### src/verilog/gpcd_defs.vh
// constants for the pin clear-data and level-read block
`ifndef GPCD_DEFS_VH
`define GPCD_DEFS_VH

// ==========================================================================
// pin counts
// ==========================================================================
`define GPCD_DRV_PINS       104
`define GPCD_LVL_PINS       107
`define GPCD_WORD_PINS      32
`define GPCD_BANK6_BASE     96
`define GPCD_BANK6_DRV_W    8
`define GPCD_BANK6_LVL_W    11

// ==========================================================================
// register byte offsets
// ==========================================================================
`define GPCD_OFS_CLEAR_01   5'h00
`define GPCD_OFS_CLEAR_23   5'h04
`define GPCD_OFS_CLEAR_45   5'h08
`define GPCD_OFS_CLEAR_6    5'h0C
`define GPCD_OFS_LEVEL_01   5'h10
`define GPCD_OFS_LEVEL_23   5'h14
`define GPCD_OFS_LEVEL_45   5'h18
`define GPCD_OFS_LEVEL_6    5'h1C
`define GPCD_DEC_W          5

// ==========================================================================
// field values
// ==========================================================================
`define GPCD_DIR_OUT        1'b0
`define GPCD_DRV_RESET      1'b0
`define GPCD_DATA_W         32
`define GPCD_ZERO32         32'h0000_0000
`define GPCD_RESP_OKAY      2'h0
`define GPCD_RESP_SLVERR    2'h2

`endif

### src/verilog/gpcd_sync.v
// two-stage synchroniser for a vector of asynchronous pin levels
`timescale 1ns/100ps
`default_nettype none

module gpcd_sync #(
  parameter WIDTH = 107
) (
  input  wire             clk,
  input  wire             rst_b,
  input  wire [WIDTH-1:0] async_in,
  output reg  [WIDTH-1:0] sync_q
);

  reg [WIDTH-1:0] meta_q;

  // ========================================================================
  // first stage feeds only the second
  // ========================================================================
  always @(posedge clk or negedge rst_b) begin
    if (!rst_b) begin
      meta_q <= {WIDTH{1'b0}};
      sync_q <= {WIDTH{1'b0}};
    end else begin
      meta_q <= async_in;
      sync_q <= meta_q;
    end
  end

endmodule

`default_nettype wire

### src/verilog/gpcd_top.v
// pin clear-data and pin level registers behind an AXI4-Lite slave
//
// Behaviour
// - a 1 written to a clear-data bit drives that pin's output drive state to 0, a 0 leaves it.
// - a clear-data write only touches pins whose direction bit selects output.
// - reading a clear-data bit returns the current output drive state of its pin.
// - in a paired clear-data word bits 31-16 act on the odd bank and bits 15-0 on the even bank.
// - the bank 6 clear-data word has only bits 7-0 for pins 96-103, the rest read zero.
// - for an input pin the level word returns the pin level synchronised to the clock.
// - for an output pin the level word returns the value being driven on it.
// - a level bit reads 0 for a low pin and 1 for a high pin.
// - in a paired level word bits 31-16 report the odd bank and bits 15-0 the even bank.
// - the bank 6 level word reports pins 96-106 in bits 10-0, bits 31-11 read zero.
// - a direction bit of 0 selects output and 1 selects input, and gates clear writes.
`timescale 1ns/100ps
`include "gpcd_defs.vh"
`default_nettype none

module gpcd_top #(
  parameter ADDR_W = 12
) (
  input  wire                         clk,
  input  wire                         rst_b,
  // axi4-lite write address
  input  wire                         s_axi_awvalid,
  output reg                          s_axi_awready,
  input  wire [ADDR_W-1:0]            s_axi_awaddr,
  input  wire [2:0]                   s_axi_awprot,
  // axi4-lite write data
  input  wire                         s_axi_wvalid,
  output reg                          s_axi_wready,
  input  wire [31:0]                  s_axi_wdata,
  input  wire [3:0]                   s_axi_wstrb,
  // axi4-lite write response
  output reg                          s_axi_bvalid,
  input  wire                         s_axi_bready,
  output reg  [1:0]                   s_axi_bresp,
  // axi4-lite read address
  input  wire                         s_axi_arvalid,
  output reg                          s_axi_arready,
  input  wire [ADDR_W-1:0]            s_axi_araddr,
  input  wire [2:0]                   s_axi_arprot,
  // axi4-lite read data
  output reg                          s_axi_rvalid,
  input  wire                         s_axi_rready,
  output reg  [31:0]                  s_axi_rdata,
  output reg  [1:0]                   s_axi_rresp,
  // per-pin direction bits from the direction register
  input  wire [`GPCD_DRV_PINS-1:0]    pin_direction_bit,
  // loads of the shared drive state from the output-data and set-data paths
  input  wire [`GPCD_DRV_PINS-1:0]    drive_load_en,
  input  wire [`GPCD_DRV_PINS-1:0]    drive_load_val,
  // pins
  input  wire [`GPCD_LVL_PINS-1:0]    general_pin_in,
  output reg  [`GPCD_DRV_PINS-1:0]    general_pin_out_q,
  output reg  [`GPCD_DRV_PINS-1:0]    general_pin_oe_b_q
);

  // ========================================================================
  // declarations
  // ========================================================================
  reg  [`GPCD_DEC_W-1:0]     wr_addr_q;
  reg                        wr_addr_full_q;
  reg  [31:0]                wr_data_q;
  reg  [3:0]                 wr_strb_q;
  reg                        wr_data_full_q;
  wire                       wr_fire;
  wire                       wr_hit;
  wire [`GPCD_DEC_W-1:0]     rd_addr;
  wire                       wr_upper_zero;
  wire                       rd_upper_zero;
  reg  [31:0]                rd_word;
  reg                        rd_hit;
  wire [31:0]                wr_bits;
  reg  [`GPCD_DRV_PINS-1:0]  clr_mask;
  reg  [`GPCD_DRV_PINS-1:0]  drive_q;
  wire [`GPCD_DRV_PINS-1:0]  drive_d;
  wire [`GPCD_LVL_PINS-1:0]  pin_sync;
  wire [`GPCD_LVL_PINS-1:0]  level;

  // ========================================================================
  // input synchroniser
  // ========================================================================
  gpcd_sync #(
    .WIDTH    (`GPCD_LVL_PINS)
  ) u_sync (
    .clk      (clk),
    .rst_b    (rst_b),
    .async_in (general_pin_in),
    .sync_q   (pin_sync)
  );

  // ========================================================================
  // write channel capture
  // ========================================================================
  assign wr_fire = wr_addr_full_q & wr_data_full_q & ~s_axi_bvalid;

  always @(posedge clk or negedge rst_b) begin
    if (!rst_b) begin
      s_axi_awready  <= 1'b1;
      s_axi_wready   <= 1'b1;
      wr_addr_full_q <= 1'b0;
      wr_data_full_q <= 1'b0;
      wr_addr_q      <= {`GPCD_DEC_W{1'b0}};
      wr_data_q      <= `GPCD_ZERO32;
      wr_strb_q      <= 4'h0;
      s_axi_bvalid   <= 1'b0;
      s_axi_bresp    <= `GPCD_RESP_OKAY;
    end else begin
      if (s_axi_awvalid && s_axi_awready) begin
        s_axi_awready  <= 1'b0;
        wr_addr_full_q <= 1'b1;
        wr_addr_q      <= wr_upper_zero ? s_axi_awaddr[`GPCD_DEC_W-1:0]
                                        : {`GPCD_DEC_W{1'b1}};
      end
      if (s_axi_wvalid && s_axi_wready) begin
        s_axi_wready   <= 1'b0;
        wr_data_full_q <= 1'b1;
        wr_data_q      <= s_axi_wdata;
        wr_strb_q      <= s_axi_wstrb;
      end
      if (wr_fire) begin
        wr_addr_full_q <= 1'b0;
        wr_data_full_q <= 1'b0;
        s_axi_bvalid   <= 1'b1;
        s_axi_bresp    <= wr_hit ? `GPCD_RESP_OKAY : `GPCD_RESP_SLVERR;
      end
      if (s_axi_bvalid && s_axi_bready) begin
        s_axi_bvalid  <= 1'b0;
        s_axi_awready <= 1'b1;
        s_axi_wready  <= 1'b1;
      end
    end
  end

  assign wr_upper_zero = (s_axi_awaddr[ADDR_W-1:`GPCD_DEC_W] == {(ADDR_W-`GPCD_DEC_W){1'b0}})
                         && (s_axi_awaddr[1:0] == 2'h0);
  assign rd_upper_zero = (s_axi_araddr[ADDR_W-1:`GPCD_DEC_W] == {(ADDR_W-`GPCD_DEC_W){1'b0}})
                         && (s_axi_araddr[1:0] == 2'h0);

  // level words accept writes without effect
  assign wr_hit = (wr_addr_q == `GPCD_OFS_CLEAR_01) || (wr_addr_q == `GPCD_OFS_CLEAR_23) ||
                  (wr_addr_q == `GPCD_OFS_CLEAR_45) || (wr_addr_q == `GPCD_OFS_CLEAR_6)  ||
                  (wr_addr_q == `GPCD_OFS_LEVEL_01) || (wr_addr_q == `GPCD_OFS_LEVEL_23) ||
                  (wr_addr_q == `GPCD_OFS_LEVEL_45) || (wr_addr_q == `GPCD_OFS_LEVEL_6);

  // ========================================================================
  // clear-data decode
  // ========================================================================
  // only bytes with their strobe set carry clear requests
  assign wr_bits = wr_data_q & {{8{wr_strb_q[3]}}, {8{wr_strb_q[2]}},
                                {8{wr_strb_q[1]}}, {8{wr_strb_q[0]}}};

  always @* begin
    clr_mask = {`GPCD_DRV_PINS{1'b0}};
    if (wr_fire) begin
      case (wr_addr_q)
        `GPCD_OFS_CLEAR_01: clr_mask[31:0]  = wr_bits;
        `GPCD_OFS_CLEAR_23: clr_mask[63:32] = wr_bits;
        `GPCD_OFS_CLEAR_45: clr_mask[95:64] = wr_bits;
        `GPCD_OFS_CLEAR_6:  clr_mask[103:96] = wr_bits[7:0];
        default:            clr_mask = {`GPCD_DRV_PINS{1'b0}};
      endcase
    end
  end

  // ========================================================================
  // shared output drive state, one slice per pin
  // ========================================================================
  genvar gi;
  generate
    for (gi = 0; gi < `GPCD_DRV_PINS; gi = gi + 1) begin : g_drv
      wire loaded;
      assign loaded = drive_load_en[gi] ? drive_load_val[gi] : drive_q[gi];
      // clear applies after any same-cycle load, only to output pins
      assign drive_d[gi] = (clr_mask[gi] && (pin_direction_bit[gi] == `GPCD_DIR_OUT))
                           ? 1'b0 : loaded;
      // output pins show their drive value, input pins their synced level
      assign level[gi] = (pin_direction_bit[gi] == `GPCD_DIR_OUT)
                         ? drive_q[gi] : pin_sync[gi];
    end
    for (gi = `GPCD_DRV_PINS; gi < `GPCD_LVL_PINS; gi = gi + 1) begin : g_inonly
      assign level[gi] = pin_sync[gi];
    end
  endgenerate

  always @(posedge clk or negedge rst_b) begin
    if (!rst_b) begin
      drive_q            <= {`GPCD_DRV_PINS{`GPCD_DRV_RESET}};
      general_pin_out_q  <= {`GPCD_DRV_PINS{`GPCD_DRV_RESET}};
      general_pin_oe_b_q <= {`GPCD_DRV_PINS{1'b1}};
    end else begin
      drive_q            <= drive_d;
      general_pin_out_q  <= drive_d;
      // enable is low while the pin is driven
      general_pin_oe_b_q <= pin_direction_bit;
    end
  end

  // ========================================================================
  // read channel
  // ========================================================================
  assign rd_addr = rd_upper_zero ? s_axi_araddr[`GPCD_DEC_W-1:0] : {`GPCD_DEC_W{1'b1}};

  always @* begin
    rd_hit  = 1'b1;
    rd_word = `GPCD_ZERO32;
    case (rd_addr)
      `GPCD_OFS_CLEAR_01: rd_word = drive_q[31:0];
      `GPCD_OFS_CLEAR_23: rd_word = drive_q[63:32];
      `GPCD_OFS_CLEAR_45: rd_word = drive_q[95:64];
      `GPCD_OFS_CLEAR_6:  rd_word = {24'h00_0000, drive_q[103:96]};
      `GPCD_OFS_LEVEL_01: rd_word = level[31:0];
      `GPCD_OFS_LEVEL_23: rd_word = level[63:32];
      `GPCD_OFS_LEVEL_45: rd_word = level[95:64];
      `GPCD_OFS_LEVEL_6:  rd_word = {21'h00_0000, level[106:96]};
      default: begin
        rd_hit  = 1'b0;
        rd_word = `GPCD_ZERO32;
      end
    endcase
  end

  always @(posedge clk or negedge rst_b) begin
    if (!rst_b) begin
      s_axi_arready <= 1'b1;
      s_axi_rvalid  <= 1'b0;
      s_axi_rdata   <= `GPCD_ZERO32;
      s_axi_rresp   <= `GPCD_RESP_OKAY;
    end else begin
      if (s_axi_arvalid && s_axi_arready) begin
        s_axi_arready <= 1'b0;
        s_axi_rvalid  <= 1'b1;
        s_axi_rdata   <= rd_word;
        s_axi_rresp   <= rd_hit ? `GPCD_RESP_OKAY : `GPCD_RESP_SLVERR;
      end
      if (s_axi_rvalid && s_axi_rready) begin
        s_axi_rvalid  <= 1'b0;
        s_axi_arready <= 1'b1;
      end
    end
  end

endmodule

`default_nettype wire
### config.mk
export PLATFORM = sky130hd
export DESIGN_NAME = gpcd_top
export DESIGN_NICKNAME = d
export VERILOG_FILES = /design/src/verilog/gpcd_sync.v /design/src/verilog/gpcd_top.v
export VERILOG_INCLUDE_DIRS = /design/src /design/src/verilog
export SDC_FILE = /design/constraint.sdc
export NUM_CORES = 1
export LEC_CHECK = 0
export BUFFER_PORTS_ARGS = -buffer_cell sky130_fd_sc_hd__buf_4
export CAP_MARGIN = 15
export CORE_AREA = 3 3 283 285
export DETAILED_ROUTE_END_ITERATION = 8
export DIE_AREA = 0 0 286 288
export HOLD_SLACK_MARGIN = 0.12
export SYNTH_ARGS = -nofsm -noshare
export SYNTH_HDL_FRONTEND = slang
export SYNTH_SLANG_ARGS = --single-unit
### constraint.sdc
create_clock -name clk -period 1.85 [get_ports clk]
set_input_delay 0.37 -clock clk [delete_from_list [all_inputs] [get_ports clk]]
set_output_delay 0.37 -clock clk [all_outputs]
set_load 0.005 [all_outputs]
==> impl_metrics.yaml <==
run_status:
  outcome: "finished, violations left"
  violations: "negative setup slack"
route:
  ant_nets: 0
  wl_um: 84200
  route.detailed.wl_per_inst_um: 22.4
  drc: 0
  via_per_inst: 4.51
  vias: 16900
  drt_pass1_iterations: 7
  detailedRoute.firstIterationViolations: 1150
setup_path:
  path_cells: "nand3b_4, nor4_4, or3b_4, buf_12, nor3_4, nor2_1"
  regToRegSetupSlack_ns: -0.07
  reg2reg_depth: 6
  cp-end-kind: "flop"
  startpoint_type: "flop"
  timing.rr.start: "s_axi_bvalid$_DFFE_PN0P_"
  cp-startpoint: "s_axi_bvalid$_DFFE_PN0P_"
  worst_r2r_endpoint: "general_pin_out_q[15]$_DFFE_PN0P_"
  cpPeakStageDelay_ns: 0.46
  crit_required_ns: 2.35
  worstPathArrival_ns: 2.41
  slowest_stage: "or3b_4"
  critPathCapture: "general_pin_out_q[15]$_DFFE_PN0P_"
  crit_fanout: 18
  critPathKind: "reg2reg"
timing:
  fmax_mhz: 521
  fin_crit_sh: 1.04
  rsz0062_at_grt: "true"
  setup_viol: 11
  slew_violations: 0
  hold_ws_ns: 0.213
  finClkSkew_ns: 0.0260
  slew_headroom: 0.552
  worst_pin_slew_ns: 0.672
  period_needed_ns: 1.92
  finalHoldViolations: 0
  layout_setup_ws_ns: -0.0682
global_route:
  track_usage: 0.198
  grt_max_degree: 91
  grt_overflow: 0
  antenna_found_initial: 12
  grt_pass1_wl_um: 121000
  grt_pass1_vias: 18800
logic_synthesis:
  postSynthAreaPerCell_um2: 13.8
  synthFlopType: "dfrtp_1"
  syn_area_um2: 18700
  yosys_warnings: 0
  synth_edf_count: 0
  syn_inst: 1362
  yosysSeqAreaShare: 0.680
  synthTopCellsByArea: "dfrtp_1, dfstp_2, mux2i_1"
  yosysTopAreaCell: "dfrtp_1"
  synth_top_area_frac: 0.530
  yosysUniqueCellTypes: 52
  ys_ff_latch: 504
  async_flop_share: 1.00
clock_tree:
  cts_made_buffers: 56
  root_buffer: "clkbuf_16"
  htree_levels: 2
  clk_latency_ns: 0.62
  clock_path_buffers: 3
  cts.sinks: 504
  clkTransAtPathRegs_ns: 0.06
  cts_tree: "done"
placed_design:
  placed_cells: 3177
  io_buffers: 732
  routabilityCongestion: 0.896
  dp.final_hpwl_um: 61000
worst_hold_path:
  hold_path.class: "in2reg"
finish:
  drive_gt1_frac: 0.420
  nets: 3153
  instances_no_fill: 3753
  fin_util: 0.425
  area_growth_pct: 76.1
pwr:
  vdd_drop_max_mv: 0.659
  pwr_density_cell_nw_per_um2: 934
  leakage_nw: 15.3
floorplan:
  start_util: 0.241
  rows: 102
  die_h_um: 288
  die_w_um: 286
  core_um2: 77600
  die_area_um2: 82400
  ios: 741
job:
  cap_violations: 0
[worst min path at each step]
stage / startpoint / to / slack, ns / depth (start not counted)
6_report: s_axi_awaddr[10] / wr_addr_q[0]$_DFFE_PN0P_ / 0.21 / 4
5_1_grt: s_axi_awaddr[10] / wr_addr_q[3]$_DFFE_PN0P_ / 0.18 / 4
4_1_cts: s_axi_awaddr[10] / wr_addr_q[0]$_DFFE_PN0P_ / 0.16 / 4
3_5_place_dp: rst_b / u_sync.meta_q[94]$_DFF_PN0_ / 0.29 / 1
3_3_place_gp: rst_b / u_sync.meta_q[94]$_DFF_PN0_ / 0.29 / 1
2_1_floorplan: rst_b / general_pin_out_q[0]$_DFFE_PN0P_ / 0.07 / 0
[metrics by stage]
step	power [mW]	worst slack, ns	setup TNS (ns)	area, µm²
after floorplan	14.9	0.117	0	18700
after global placement	18.0	-0.456	-4.27	26300
after detailed placement	18.2	-0.471	-4.65	26300
after CTS	31.1	0.00493	0	33000
after global routing	32.1	-0.127	-2.01	33000
final	30.8	-0.0682	-0.336	33000
[metal layers]
metal	global-route usage	vias up	wire length, µm
li1	-	7426	-
met1	0.246	8546	33200
met2	0.345	764	42700
met3	0.0413	175	5770
met4	0.0640	6	2480
met5	0	-	41
[Yosys cell counts, types with 2 or more instances]
master and instances:
o311ai_0 4, buf_12 3, buf_6 2, buf_4 6, clkbuf_1 22, nand2_1 92
nor3_2 31, a22oi_1 9, a2111oi_0 2, inv_1 9, nor3_1 12, o41ai_1 2
a21boi_0 2, o22ai_1 32, nor2_1 118, a22o_1 3, dfrtp_1 397, mux4_2 7
nor4_4 3, a31oi_1 3, or3b_1 2, o21ai_0 20, nand2b_1 2, a211oi_1 23
mux2_2 46, dfstp_2 107, a21oi_1 126, nor2b_1 11, and3_1 2, o22a_1 3
o221ai_1 2, o211ai_1 2, mux2i_1 204, nand3_1 17, buf_2 18, o21a_1 2
[repair_timing]
item,CTS,global route
pin swaps,0,1
endpoints found under the hold margin,608,0
gates resized for setup,1,2
setup endpoints to repair,1,25
buffers inserted,0,2
hold buffers,464,0
[where the power goes]
part	switching [mW]	internal, mW	leakage [nW]
sequential	0.979	12.2	5.84
combinational	2.64	3.18	8.52
clock	4.91	6.88	0.976
[critical path: cells and delay by family, from the launching register on]
kind                   cells  cell delay (ns)
buffers and inverters      1             0.18
AND/OR/NAND/NOR            5             1.18
flip-flops                 1             0.39
[flip-flops by register name, summed over array words and instances, names as in the netlist, 4 cells and up]
register / cells
wr_addr_q: 5
wr_data_q: 32
u_sync.meta_q: 107
general_pin_oe_b_q: 104
s_axi_rdata: 32
wr_strb_q: 4
general_pin_out_q: 104
u_sync.sync_q: 107
[cells by family after synthesis]
logic type | Yosys count | share of synthesized area
AND/OR/NAND/NOR | 299 | 0.0806
flip-flops | 504 | 0.680
AO/OA/AOI/OAI | 240 | 0.0758
multiplexers | 257 | 0.145
other | 1 | 0.000200
buffers and inverters | 61 | 0.0180
[area by class of cell]
class,instances,area [µm²]
diodes,4,10.0
clock buffers,69,1510
clock inverters,37,460
fillers,6931,44600
inverters,9,33.8
multi-input cells,798,5710
flip-flops and latches,504,12700
well taps,1040,1300
repair buffers,1292,11200
[placed cells by master (no fill, tap or decap), drive strengths merged, types with 5 or more instances in the layout]
cell type and count:
a211oi 23, a21oi 126, a22oi 9, buf 828, bufinv 7, clkbuf 69, clkinv 23, dfrtp 397
dfstp 107, dlygate4sd3 464, inv 14, mux2 46, mux2i 204, mux4 7, nand2 93, nand3 17
nor2 119, nor2b 11, nor3 44, nor4 5, o21ai 20, o22ai 32
No activity file was read; power rests on OpenSTA's default activity.
